<file path="config.mk">
export PLATFORM = sky130hd
export DESIGN_NAME = t2ccr_top
export DESIGN_NICKNAME = d
export VERILOG_FILES = /design/src/design/t2ccr_pkg.sv /design/src/design/t2ccr_top.sv
export SDC_FILE = /design/constraint.sdc
export NUM_CORES = 1
export LEC_CHECK = 0
export ABC_AREA = 1
export BUFFER_PORTS_ARGS = -buffer_cell sky130_fd_sc_hd__buf_4
export CORE_UTILIZATION = 59
export CTS_CLUSTER_SIZE = 14
export DETAILED_ROUTE_END_ITERATION = 8
export PLACE_DENSITY_LB_ADDON = 0.05
export SLEW_MARGIN = 10
export SYNTH_ARGS = -nofsm -noshare
export SYNTH_HDL_FRONTEND = slang
export SYNTH_SLANG_ARGS = --single-unit
</file>
<file path="constraint.sdc">
create_clock -name clk_in -period 3.05 [get_ports clk_in]
set_input_delay 0.305 -clock clk_in [delete_from_list [all_inputs] [get_ports clk_in]]
set_output_delay 0.305 -clock clk_in [all_outputs]
set_load 0.005 [all_outputs]
</file>
<file path="src/design/t2ccr_pkg.sv">
// Constants, register map and field layout for the timer 2 control, capture and reload block.
// Assumes a 32-bit Avalon-MM register port with byte addresses and one aligned word per register.
package t2ccr_pkg;
	localparam int ADDR_W = 5;
	localparam int DATA_W = 32;
	localparam int CNT_W = 16;
	localparam logic [ADDR_W-1:0] OFF_CONTROL = 5'h00;
	localparam logic [ADDR_W-1:0] OFF_COUNT = 5'h04;
	localparam logic [ADDR_W-1:0] OFF_CAPRELOAD = 5'h08;
	localparam logic [ADDR_W-1:0] OFF_IRQ_STATUS = 5'h0C;
	localparam logic [ADDR_W-1:0] OFF_IRQ_MASK = 5'h10;
	localparam int BIT_OVERFLOW_FLAG = 7;
	localparam int BIT_EXT_EVENT_FLAG = 6;
	localparam int BIT_RX_BAUD_SEL = 5;
	localparam int BIT_TX_BAUD_SEL = 4;
	localparam int BIT_TRIGGER_EN = 3;
	localparam int BIT_RUN_CONTROL = 2;
	localparam int BIT_COUNT_SRC = 1;
	localparam int BIT_CAP_RELOAD = 0;
	localparam int IRQ_BIT_OVERFLOW = 0;
	localparam int IRQ_BIT_EXT_EVENT = 1;
	localparam logic [7:0] CONTROL_RESET = 8'h00;
	localparam logic [1:0] IRQ_MASK_RESET = 2'h0;
	localparam logic [15:0] COUNT_RESET = 16'h0000;
	// Bit order matches the control byte, most significant field first.
	typedef struct packed {
		logic overflow_flag;
		logic external_event_flag;
		logic rx_baud_source_sel;
		logic tx_baud_source_sel;
		logic trigger_pin_enable;
		logic run_control;
		logic count_source_sel;
		logic capture_reload_sel;
	} t2ccr_ctl_t;
	typedef struct packed {
		logic read;
		logic write;
		logic [ADDR_W-1:0] address;
		logic [3:0] byteenable;
		logic [DATA_W-1:0] writedata;
	} t2ccr_req_t;
endpackage

</file>
<file path="src/design/t2ccr_top.sv">
// Timer 2 control logic: control register, 16-bit counter, capture/reload register, baud ticks.
// Assumes an Avalon-MM master on the system clock and pins already synchronous to clk_in.
`timescale 1ns/1ps

module t2ccr_top #(
	parameter int CNT_W = t2ccr_pkg::CNT_W
) (
	input wire logic clk_in,
	input wire logic sys_rst_in,
	input wire logic avs_read_in,
	input wire logic avs_write_in,
	input wire logic [t2ccr_pkg::ADDR_W-1:0] avs_address_in,
	input wire logic [3:0] avs_byteenable_in,
	input wire logic [t2ccr_pkg::DATA_W-1:0] avs_writedata_in,
	output logic [t2ccr_pkg::DATA_W-1:0] avs_readdata_out,
	output logic avs_waitrequest_out,
	input wire logic ext_trigger_pin_in,
	input wire logic ext_count_pin_in,
	input wire logic timer1_overflow_in,
	output logic rx_baud_tick_out,
	output logic tx_baud_tick_out,
	output logic irq_out
);
	if (CNT_W < 2 || CNT_W > 16) begin : g_bad_width
		$error("CNT_W must lie between 2 and 16.");
	end

	t2ccr_pkg::t2ccr_ctl_t ctl;
	t2ccr_pkg::t2ccr_req_t req;
	logic [CNT_W-1:0] count;
	logic [CNT_W-1:0] cap_reload;
	logic [1:0] irq_mask;
	logic trig_q;
	logic cnt_pin_q;
	logic trig_fall;
	logic cnt_fall;
	logic baud_mode;
	logic reload_mode;
	logic count_step;
	logic overflow;
	logic trig_event;
	logic access;
	logic wr_ctl;
	logic wr_count;
	logic wr_cap;
	logic wr_stat;
	logic wr_mask;
	logic clr_ovf;
	logic clr_ext;
	logic [1:0] flags;
	logic [CNT_W-1:0] next_count;
	logic [CNT_W-1:0] next_cap;
	logic [t2ccr_pkg::DATA_W-1:0] rd_mux;

	function automatic logic [CNT_W-1:0] merge16(input logic [CNT_W-1:0] old,
		input logic [t2ccr_pkg::DATA_W-1:0] wd, input logic [3:0] be);
		logic [15:0] wide;
		wide = 16'(old);
		if (be[0]) begin
			wide[7:0] = wd[7:0];
		end
		if (be[1]) begin
			wide[15:8] = wd[15:8];
		end
		return wide[CNT_W-1:0];
	endfunction

	assign req = '{read: avs_read_in, write: avs_write_in, address: avs_address_in,
		byteenable: avs_byteenable_in, writedata: avs_writedata_in};

	// Every access takes exactly one wait cycle, so read data can come from a flop.
	assign access = (req.read || req.write) && !avs_waitrequest_out;
	assign wr_ctl = access && req.write && req.address == t2ccr_pkg::OFF_CONTROL
		&& req.byteenable[0];
	assign wr_count = access && req.write && req.address == t2ccr_pkg::OFF_COUNT;
	assign wr_cap = access && req.write && req.address == t2ccr_pkg::OFF_CAPRELOAD;
	assign wr_stat = access && req.write && req.address == t2ccr_pkg::OFF_IRQ_STATUS
		&& req.byteenable[0];
	assign wr_mask = access && req.write && req.address == t2ccr_pkg::OFF_IRQ_MASK
		&& req.byteenable[0];

	// Flags clear by writing zero in the control byte or one in the status word.
	assign clr_ovf = (wr_ctl && !req.writedata[t2ccr_pkg::BIT_OVERFLOW_FLAG])
		|| (wr_stat && req.writedata[t2ccr_pkg::IRQ_BIT_OVERFLOW]);
	assign clr_ext = (wr_ctl && !req.writedata[t2ccr_pkg::BIT_EXT_EVENT_FLAG])
		|| (wr_stat && req.writedata[t2ccr_pkg::IRQ_BIT_EXT_EVENT]);
	assign flags = {ctl.external_event_flag, ctl.overflow_flag};

	assign trig_fall = trig_q && !ext_trigger_pin_in;
	assign cnt_fall = cnt_pin_q && !ext_count_pin_in;
	assign baud_mode = ctl.rx_baud_source_sel || ctl.tx_baud_source_sel;
	assign reload_mode = !ctl.capture_reload_sel || baud_mode;
	assign count_step = ctl.run_control && (ctl.count_source_sel ? cnt_fall : 1'b1);
	assign overflow = count_step && (count == {CNT_W{1'b1}});
	assign trig_event = ctl.trigger_pin_enable && !baud_mode && trig_fall;

	always_comb begin
		next_count = count;
		if (wr_count) begin
			next_count = merge16(count, req.writedata, req.byteenable);
		end else if (trig_event && reload_mode) begin
			next_count = cap_reload;
		end else if (overflow) begin
			next_count = reload_mode ? cap_reload : '0;
		end else if (count_step) begin
			next_count = count + 1'b1;
		end
	end

	// A capture beats a software write in the same cycle so the event is not lost.
	always_comb begin
		next_cap = cap_reload;
		if (trig_event && !reload_mode) begin
			next_cap = count;
		end else if (wr_cap) begin
			next_cap = merge16(cap_reload, req.writedata, req.byteenable);
		end
	end

	always_comb begin
		rd_mux = '0;
		case (req.address)
			t2ccr_pkg::OFF_CONTROL: rd_mux = 32'(ctl);
			t2ccr_pkg::OFF_COUNT: rd_mux = 32'(count);
			t2ccr_pkg::OFF_CAPRELOAD: rd_mux = 32'(cap_reload);
			t2ccr_pkg::OFF_IRQ_STATUS: rd_mux = 32'(flags);
			t2ccr_pkg::OFF_IRQ_MASK: rd_mux = 32'(irq_mask);
			default: rd_mux = '0;
		endcase
	end

	always_ff @(posedge clk_in) begin
		if (sys_rst_in) begin
			avs_waitrequest_out <= 1'b1;
			avs_readdata_out <= '0;
		end else begin
			avs_waitrequest_out <= !((req.read || req.write) && avs_waitrequest_out);
			if (req.read && avs_waitrequest_out) begin
				avs_readdata_out <= rd_mux;
			end
		end
	end

	always_ff @(posedge clk_in) begin
		if (sys_rst_in) begin
			trig_q <= 1'b1;
			cnt_pin_q <= 1'b1;
		end else begin
			trig_q <= ext_trigger_pin_in;
			cnt_pin_q <= ext_count_pin_in;
		end
	end

	always_ff @(posedge clk_in) begin
		if (sys_rst_in) begin
			ctl <= t2ccr_pkg::CONTROL_RESET;
		end else begin
			if (wr_ctl) begin
				// Run control is plain software state; mode writes leave it to software.
				ctl.rx_baud_source_sel <= req.writedata[t2ccr_pkg::BIT_RX_BAUD_SEL];
				ctl.tx_baud_source_sel <= req.writedata[t2ccr_pkg::BIT_TX_BAUD_SEL];
				ctl.trigger_pin_enable <= req.writedata[t2ccr_pkg::BIT_TRIGGER_EN];
				ctl.run_control <= req.writedata[t2ccr_pkg::BIT_RUN_CONTROL];
				ctl.count_source_sel <= req.writedata[t2ccr_pkg::BIT_COUNT_SRC];
				ctl.capture_reload_sel <= req.writedata[t2ccr_pkg::BIT_CAP_RELOAD];
			end
			// Set wins over a clear in the same cycle; nothing else ever clears a flag.
			ctl.overflow_flag <= (overflow && !baud_mode)
				|| (ctl.overflow_flag && !clr_ovf);
			ctl.external_event_flag <= trig_event
				|| (ctl.external_event_flag && !clr_ext);
		end
	end

	always_ff @(posedge clk_in) begin
		if (sys_rst_in) begin
			count <= t2ccr_pkg::COUNT_RESET[CNT_W-1:0];
			cap_reload <= t2ccr_pkg::COUNT_RESET[CNT_W-1:0];
		end else begin
			count <= next_count;
			cap_reload <= next_cap;
		end
	end

	always_ff @(posedge clk_in) begin
		if (sys_rst_in) begin
			irq_mask <= t2ccr_pkg::IRQ_MASK_RESET;
			irq_out <= 1'b0;
		end else begin
			if (wr_mask) begin
				irq_mask <= req.writedata[1:0];
			end
			irq_out <= |(flags & irq_mask);
		end
	end

	// Baud ticks are one-cycle pulses, delayed by one flop from the overflow that makes them.
	always_ff @(posedge clk_in) begin
		if (sys_rst_in) begin
			rx_baud_tick_out <= 1'b0;
			tx_baud_tick_out <= 1'b0;
		end else begin
			rx_baud_tick_out <= ctl.rx_baud_source_sel ? overflow : timer1_overflow_in;
			tx_baud_tick_out <= ctl.tx_baud_source_sel ? overflow : timer1_overflow_in;
		end
	end
endmodule // t2ccr_top

</file>
==> run metrics, run 1 <==
Syn Inst Count a little under 600; CP Cell Sequence nor2_2, nand4_4, o21ai_2, nor2_1, nand2_1, a21oi_2; met3 usage in global routing slightly above 9%; final WL ~11,000 um; Worst path max stage delay between 700 and 800 ps; DIE AREA just under 0.007 mm2; CTS tree built; core area slightly above 0.006 mm2; Clock Pin Slew Worst Setup and Hold Paths 80 ps; worst path required time 3270 ps; GR met1 Demand/Resource between 40% and 50%; Sequential Power Share around 51%; Period minus WS final approximately 2100 ps; post-route ant nets 0; pin count of the biggest net entering global routing between 40 and 50; DRC 0; P_leak between 1.5 and 2 nW; pwr/cell area between 300 and 400 mW/mm2; Post-synth EDFFs 0; CTS Buf Count 9; clock network power share 43.2%; FF-to-FF path depth 6; async set-reset flop share out of synthesis 0%; n_diodes 0; GR Util met2 approximately 53%; layout cell share with drive strength beyond 1 between 10% and 20%; clk buf depth 2; Syn Std Cell Area between 0.003 and 0.004 mm2; status complete, no violations; warnings from Yosys 0; Post-CTS Hold Buffers 0; main flop type after synthesis dfxtp_1; Synth Register Bits between 60 and 70; WS Path Type reg -> reg; Synth Area per Inst around 6.6 um2; Slew Limit Fails 0; number of global-route vias before repair around 3,600; Final HPWL DP around 7500 um; Worst Tran Pin Value approximately 660 ps; Crit path arrival time 2360 ps; Die X 82.5 um; worst skew pair latency about 350 ps; Tot GR Track Use 33.6%; clk sinks 64; Post-CTS Repair Setup Buffers 0; RSZ-0062 raised after global routing no; final core occ approximately 71%; relative slew slack a little under three fifths; most frequent cells in the layout 158 x nand2_1, 64 x dfxtp_1, 60 x a21oi_1; Clock Tree Root clkbuf_8; io pins 84; Net Switching 0.418 mW; max_cap viols 0; # port buffers 49; crit path to count[10]; pre-CTS worst setup slack between 800 and 900 ps; Overflow after GRT 0; initial core utilization 62.7%; Rows 28; Worst Hold Launch ext_trigger_pin_in; overall power 1.67 mW; Worst R2R Setup Slack just over 900 ps; commonest non-fill, non-tap cell in the layout nand2_1; Fin. Hold Viols 0; Critical Path Source Type flop; global-route wire length before repair 16,900 um; final worst slack 909 ps; vias per cell around 5.7; post-CTS sizing 0; slowest CP cell o21ai_2; 1st-iter DRT viols approximately 380; sequential fraction of the synthesis area about 34%; cell-internal power about 1.3 mW; Fmax achieved ~470 MHz; reg2reg start avs_waitrequest_out; chip height about 83 um; fin crit share 70.2%; initial antenna violation count 0; Max Fanout on Critical Path 28; Placer Congestion 0.957; Synth cell types 33; Worst Hold Class in -> reg; Final TNS setup 0 ps; routed vias roughly 4,000; Final Setup Violations 0; Logic pwr share under 10%; H-tree lvl count 3; Worst Setup End Kind flop; WL/cell around 15 um; Setup crit start avs_waitrequest_out; Max IR drop VDD 376 uV; Fin Clk Skew between 6 and 7 ps; # nets final about 670; drt pass-1 iters 6; P&R area growth vs syn 12.8%; reg2reg end count[10]; GRT busiest layer met2; Net Sw Frac 25.0%
-- cells in the mapped netlist (2+ instances only) --
cell type  count  share of area, %
nand4_1        4              0.65
buf_1          2              0.20
nand2_1      158                16
clkbuf_1      10              0.98
o21ai_1        6              0.79
nor2_4         6               1.8
nor2_2         7               1.1
o21ai_2        3              0.69
o221ai_1       5               1.1
o22ai_1        2              0.33
o211ai_1      15               2.9
nand2_4        3              0.88
a21oi_1       60               7.9
nor2_1        42               4.1
o21ai_0       32               4.2
buf_2          9               1.2
buf_4         18               3.5
dfxtp_1       64                34
xor2_1         4              0.92
nand3_1       54               7.1
inv_1         46               4.5
nand2_2        4              0.65
inv_2          7              0.69
a21oi_2        8               1.8
-- state kept, by name (all words and copies together) (netlist names) --
| signal | count |
|---|---|
| avs_readdata_out | 16 |
| avs_waitrequest_out | 1 |
| irq_out | 1 |
| trig_q | 1 |
| tx_baud_tick_out | 1 |
| cnt_pin_q | 1 |
| rx_baud_tick_out | 1 |
| cap_reload | 16 |
| ctl | 8 |
| count | 16 |
| irq_mask | 2 |
-- per-layer routing --
metal,share of wire [%],wire length [um],vias up
met1,44,4700,1843
met2,44,4700,187
met5,0,0,-
met3,9.4,996,22
li1,-,-,1946
met4,1.7,182,0
-- cell families (layout without fill, tap and decap cells) --
group                    Yosys count  in the layout  synth area share [%]
buffers and inverters             94            122                  11.8
XOR/XNOR                           5              5                  1.15
flip-flops                        64             64                  33.5
AO/OA/AOI/OAI                    132            132                  20.0
other                              1             16                0.0981
AND/OR/NAND/NOR                  281            281                  33.1
adder cells (fa/ha/maj)            1              1                 0.327
-- power groups by stage --
stage               Clock [mW]  Sequential (mW)  Combinational, mW
CTS                      0.721            0.844              0.103
finish                   0.722            0.844              0.105
detailed placement           0            0.863              0.103
floorplan                    0            0.863             0.0644
global route             0.759            0.844              0.116
global placement             0            0.863              0.102
-- worst max-delay path, delay by kind of cell (launching register included) --
kind / cells / cell delay (ps)
and+or+nand+nor: 4 / 900
AOI/OAI and AO/OA: 2 / 760
DFF: 1 / 340
-- through the flow --
step,instances,cell area (um2),hold slack (ps)
after floorplan,593,3880,402
after global placement,681,4130,449
after detailed placement,681,4130,457
after CTS,696,4310,137
after global routing,696,4310,158
final,696,4310,142
-- worst min-delay path by stage --
stage	end	slack (ps)	depth (start not counted)
finish	trig_q	140	3
global route	cnt_pin_q	160	3
CTS	trig_q	140	3
detailed placement	avs_readdata_out[12]	460	2
global placement	avs_waitrequest_out	450	1
floorplan	trig_q	400	2
-- area by class of cell --
cell class                      instances  area, um2
Fill cell                             556       1780
Clock inverter                          5       58.8
Tap cell                               75       93.8
Inverter                               53        199
Multi-Input combinational cell        435       2150
Timing Repair Buffer                   54        405
Sequential cell                        64       1280
Clock buffer                           10        128
Note: power is estimated with default switching activity, not from simulation.
==> run 2: changes to the inputs <==
Settings changed: CORE_UTILIZATION 59 to 55.
Clock period 3.05 ns to 2.1 ns, I/O delays scaled along.
==> run 2 against run 1 <==
Count of clock-buffer cells in the layout decreased by 1; sequential power increased by 45%; largest power group unchanged; non-clock buffer count increased by 6; critical path type unchanged.
==> run metrics, run 2 (same netlist as run 1, synthesis figures left out) <==
io pins 84 (unchanged); n_diodes 0 (unchanged); Critical Path Source Type flop; Die X 85.4 um (+3.5%); vias per cell 5.56 (-3.2%); CP Cell Sequence nor2_2, nand4_4, buf_4, nand3_2, o21ai_2, inv_1, o21ai_0, a21oi_2; Sequential Power Share 49.7% (-0.8 points); Fin Clk Skew 8.43 ps (+1.53 ps); Worst path max stage delay 390 ps (-320 ps); routed vias 3,938 (-1.5%); clk sinks 64 (unchanged); most frequent cells in the layout 158 x nand2_1, 64 x dfxtp_1, 60 x a21oi_1, 60 x buf_4, 54 x nand3_1; Final HPWL DP 7610 um (+1.6%); Period minus WS final 1940 ps (-201 ps); DIE AREA 0.00729 mm2 (+7.1%); clock network power share 44.1% (+0.9 points); WL/cell 15.3 um (+0.52%); post-route ant nets 0 (unchanged); max_cap viols 0 (unchanged); RSZ-0062 raised after global routing no; Worst Hold Class in -> reg; CTS tree built; pwr/cell area 563 mW/mm2 (+45%); commonest non-fill, non-tap cell in the layout nand2_1; # port buffers 49 (unchanged); Tot GR Track Use 30.7% (-3.0 points); P&R area growth vs syn 14.4%; Max IR drop VDD 340 uV (-9.4%); Logic pwr share 6.2% (about the same); Post-CTS Repair Setup Buffers 0 (unchanged); Register Area 0.00128 mm2 (unchanged); H-tree lvl count 3 (unchanged); drt pass-1 iters 5 (-1); Slew Limit Fails 0 (unchanged); hold_ws 32.3 ps (-110 ps); clk buf depth 2 (unchanged); core area 0.00676 mm2 (+11%); Crit path arrival time 2180 ps (-180 ps); number of global-route vias before repair 3,539 (-0.53%); Final TNS setup 0 ps (unchanged); overall power 2.47 mW (+48%); Fin. Hold Viols 0 (unchanged); Post-CTS Hold Buffers 0 (unchanged); chip height 85.4 um (+3.5%); worst skew pair latency 350 ps (about the same); Overflow after GRT 0 (unchanged); Rows 30 (+7.1%); final WL 10,800 um (+2.2%); slowest CP cell dfxtp_1; CTS Buf Count 9 (unchanged); # nets final 672 (+0.90%); Final Setup Violations 0 (unchanged); relative slew slack 51.7% (-3.9 points); Clock Pin Slew Worst Setup and Hold Paths 80 ps (about the same); worst path required time 2340 ps (-930 ps); Max Fanout on Critical Path 26 (-7.1%); Worst Setup End Kind flop; initial core utilization 56.6% (-6.1 points); cell-internal power 1.83 mW (+46%); 1st-iter DRT viols 309 (-18%); fin crit share 92.3% (+22 points); initial antenna violation count 0 (unchanged); top flop regs avs_readdata_out (16), cap_reload (16), count (16); Worst Tran Pin Value 724 ps (+58.8 ps); DRC 0 (unchanged); status complete, no violations; Fmax achieved 516 MHz (+10%); post-CTS sizing 0 (unchanged); WS Path Type reg -> reg; Net Switching 0.640 mW (+53%); Placer Congestion 0.926 (-3.3%); pin count of the biggest net entering global routing 45 (unchanged); fill count 653 (+17%); layout cell share with drive strength beyond 1 18.6% (+1.1 points); Net Sw Frac 26.0% (+0.92 points); Clock Tree Root clkbuf_8; P_leak 1.75 nW (+2.2%); global-route wire length before repair 17,400 um (+2.9%); footprint of the multi-input gates 0.00215 mm2 (unchanged)
-- run 2: per-stage QoR --
stage / worst slack, ps / cell area [um2] / utilization, % / cells
2_1_floorplan: 468 / 3880 / - / 593
3_3_place_gp: 321 / 4180 / 61.9 / 692
3_5_place_dp: 256 / 4180 / 61.9 / 692
4_1_cts: 221 / 4380 / 64.8 / 708
5_1_grt: 17.8 / 4380 / 64.8 / 708
6_report: 161 / 4380 / 64.8 / 708
-- run 2: routing by layer --
metal | global-route usage [%] | wire length (um) | vias to the layer above
li1 | - | - | 1957
met1 | 42.0 | 4850 | 1761
met5 | 0 | 0 | -
met3 | 7.49 | 968 | 23
met4 | 10.2 | 196 | 0
met2 | 47.5 | 4800 | 197
-- run 2: area by class of cell --
class	count	share of cell area, %
clock buffers	9	2.83
multi-input cells	435	49.1
inverters	53	4.55
well taps	80	2.29
repair buffers	60	10.3
flip-flops and latches	64	29.3
clock inverters	7	1.66
-- run 2: path summary, 6_finish.rpt --
kind                              from                   end  slack [ps]  cells after the start
setup reg to reg   avs_waitrequest_out              count[6]         160                      8
hold / removal        ext_count_pin_in             cnt_pin_q          30                      3
hold reg to reg   avs_readdata_out[12]  avs_readdata_out[12]         470                      2
setup / recovery   avs_waitrequest_out              count[6]         160                      8
-- run 2: critical path, delay by kind of cell, from the launching register on --
kind	cells	cell delay, ps
DFF	1	390
AOI/OAI and AO/OA	3	580
buffers and inverters	2	500
and+or+nand+nor	3	340
-- run 2: power groups by stage --
stage	Clock (mW)	Sequential [mW]	Combinational (mW)
CTS	1.09	1.23	0.153
detailed placement	0	1.25	0.152
floorplan	0	1.25	0.0935
global placement	0	1.25	0.150
global route	1.14	1.23	0.169
finish	1.09	1.22	0.154
==> run 3: changes to the inputs <==
Settings changed: CORE_UTILIZATION 55 to 45, REMOVE_ABC_BUFFERS set to 1.
==> run 3 against run 2 <==
Sequential power hardly changed; count of clock-buffer cells in the layout is 4 higher; core utilization is 11 points lower; worst hold slack better by 6.9 ps; global-route usage is 4.1 points lower; cell count is 4.0% higher; combinational power hardly changed; clock skew is 3.1 ps lower; maximum frequency is 2.2% higher.
==> run metrics, run 3 (same netlist as run 1, synthesis figures left out) <==
Fmax achieved 527 MHz (+2.2%); pre-CTS worst setup slack 217 ps (-38.9 ps); CTS Buf Count 9 (unchanged); pwr/cell area 530 mW/mm2 (-5.9%); Overflow after GRT 0 (unchanged); clk sinks 64 (unchanged); # nets final 675 (+0.45%); Worst R2R Setup Slack 200 ps (+40 ps); io pins 84 (unchanged); Critical Path Source Type flop; Hold EP cnt_pin_q; reg2reg start count[0]; Rows 33 (+10%); Worst Hold Launch ext_count_pin_in; cell area after layout 0.00440 mm2 (+0.54%); 1st-iter DRT viols 186 (-40%); drt pass-1 iters 5 (unchanged); Crit path buffers/inverters 0 (-2); clk buf depth 2 (unchanged); Crit path arrival time 2180 ps (about the same); Placer Congestion 0.878 (-5.1%); Worst Tran Pin Value 675 ps (-48.6 ps); Post-CTS Repair Setup Buffers 0 (unchanged); Fin. Hold Viols 0 (unchanged); Clock Pin Slew Worst Setup and Hold Paths 70 ps (about the same); Fin Clk Skew 5.28 ps (-3.15 ps); Die X 94.2 um (+10%); Final Setup Violations 0 (unchanged); top flop regs avs_readdata_out (16), cap_reload (16), count (16); Period minus WS final 1900 ps (-41.6 ps); CP Cell Sequence ha_1, nand2_1, nor2_4, nand2_4, nor2_4, nand2_4, nand2_8, nand3_1, nand2_1, nand2_1, a21oi_2; worst skew pair latency 350 ps (about the same); max_cap viols 0 (unchanged); worst path required time 2390 ps (+50 ps); WS Path Type reg -> reg; hold path depth 3 (unchanged); cell mode on critical path nand2_1; Top Family by Delay on Critical Path simple AND/OR/NAND/NOR gates; fin crit share 90.4% (-2.0 points); Clock Tree Root clkbuf_8; placed inst area 0.00423 mm2 (+1.3%); DIE AREA 0.00887 mm2 (+22%); routed vias 3,870 (-1.7%); initial antenna violation count 0 (unchanged); Max Fanout on Critical Path 19 (-27%); number of global-route vias before repair 3,427 (-3.2%); chip height 94.2 um (+10%); global-route wire length before repair 17,900 um (+2.5%); slowest CP cell dfxtp_1; RSZ-0062 raised after global routing no; Final HPWL DP 8050 um (+5.7%); Worst Hold Class in -> reg; Worst path max stage delay 390 ps (about the same); post-CTS sizing 0 (unchanged); reg2reg end count[1]; most frequent cells in the layout 158 x nand2_1, 64 x dfxtp_1, 63 x buf_4; post-route ant nets 0 (unchanged); Max IR drop VDD 245 uV (-28%); P_leak 1.75 nW (+0.12%); Tot GR Track Use 26.6% (-4.1 points); pin count of the biggest net entering global routing 45 (unchanged); core area 0.00822 mm2 (+22%); # port buffers 49 (unchanged); CTS tree built; overall power 2.33 mW (-5.4%); P&R area growth vs syn 15.1%; Final TNS setup 0 ps (unchanged); Worst Setup End Kind flop; relative slew slack 55.0% (+3.2 points); DRC 0 (unchanged); n_diodes 0 (unchanged); layout cell share with drive strength beyond 1 18.5% (-0.089 points); status complete, no violations; vias per cell 5.26 (-5.5%); Slew Limit Fails 0 (unchanged); initial core utilization 46.5% (-10 points); Post-CTS Hold Buffers 0 (unchanged); FF-to-FF path depth 11 (+3); final WL 11,100 um (+3.0%); commonest non-fill, non-tap cell in the layout nand2_1; final worst slack 203 ps (+41.6 ps); WL/cell 15.1 um (-0.88%); H-tree lvl count 3 (unchanged)
-- run 3: cell types whose count changed in the layout (fill, tap and decap cells not counted) --
cell,previous run,this run
buf_4,60,63
clkbuf_8,9,10
clkinv_4,2,0
clkinvlp_4,2,1
clkbuf_1,0,3
bufinv_16,1,0
-- run 3: worst max-delay path by stage --
stage                            startpoint        endpoint  slack (ps)  cells after the start
after floorplan                      ctl[4]  cap_reload[14]         320                      9
after global placement             count[0]        count[1]         240                     11
after detailed placement  avs_address_in[1]        count[1]         220                      7
after CTS                          count[0]        count[1]         200                     11
after global routing               count[0]        count[4]          40                     11
final                              count[0]        count[1]         200                     11
-- run 3: final cells by class --
| class | count | area, um2 |
|---|---|---|
| fill | 828 | 3820 |
| timing repair buffer | 63 | 473 |
| multi-input combinational | 435 | 2150 |
| tap | 105 | 131 |
| inverter | 53 | 199 |
| sequential | 64 | 1280 |
| clock inverter | 3 | 17.5 |
| clock buffer | 13 | 149 |
-- run 3: tightest hold or removal path: cells and delay by family --
kind	cells	cell delay [ps]
buffers and inverters	2	120
and+or+nand+nor	1	40
-- run 3: per-stage QoR --
| stage | hold slack [ps] | cells | utilization, % |
|---|---|---|---|
| floorplan | 272 | 552 | - |
| global placement | 392 | 720 | 51.5 |
| detailed placement | 400 | 720 | 51.5 |
| CTS | 30.6 | 736 | 53.5 |
| global route | 35.2 | 736 | 53.5 |
| finish | 39.2 | 736 | 53.5 |
-- run 3: routing by layer --
| metal | track usage [%] | routed length, um | up-vias |
|---|---|---|---|
| li1 | - | - | 1961 |
| met1 | 37.7 | 5420 | 1747 |
| met2 | 39.7 | 4810 | 147 |
| met3 | 6.15 | 768 | 15 |
| met4 | 7.44 | 152 | 0 |
| met5 | 0 | 0 | - |
-- run 3: power by group --
| group | internal (mW) | switching, mW |
|---|---|---|
| Sequential | 1.22 | 0.00508 |
| Clock | 0.458 | 0.493 |
| Combinational | 0.0583 | 0.0962 |
| Total | 1.74 | 0.595 |
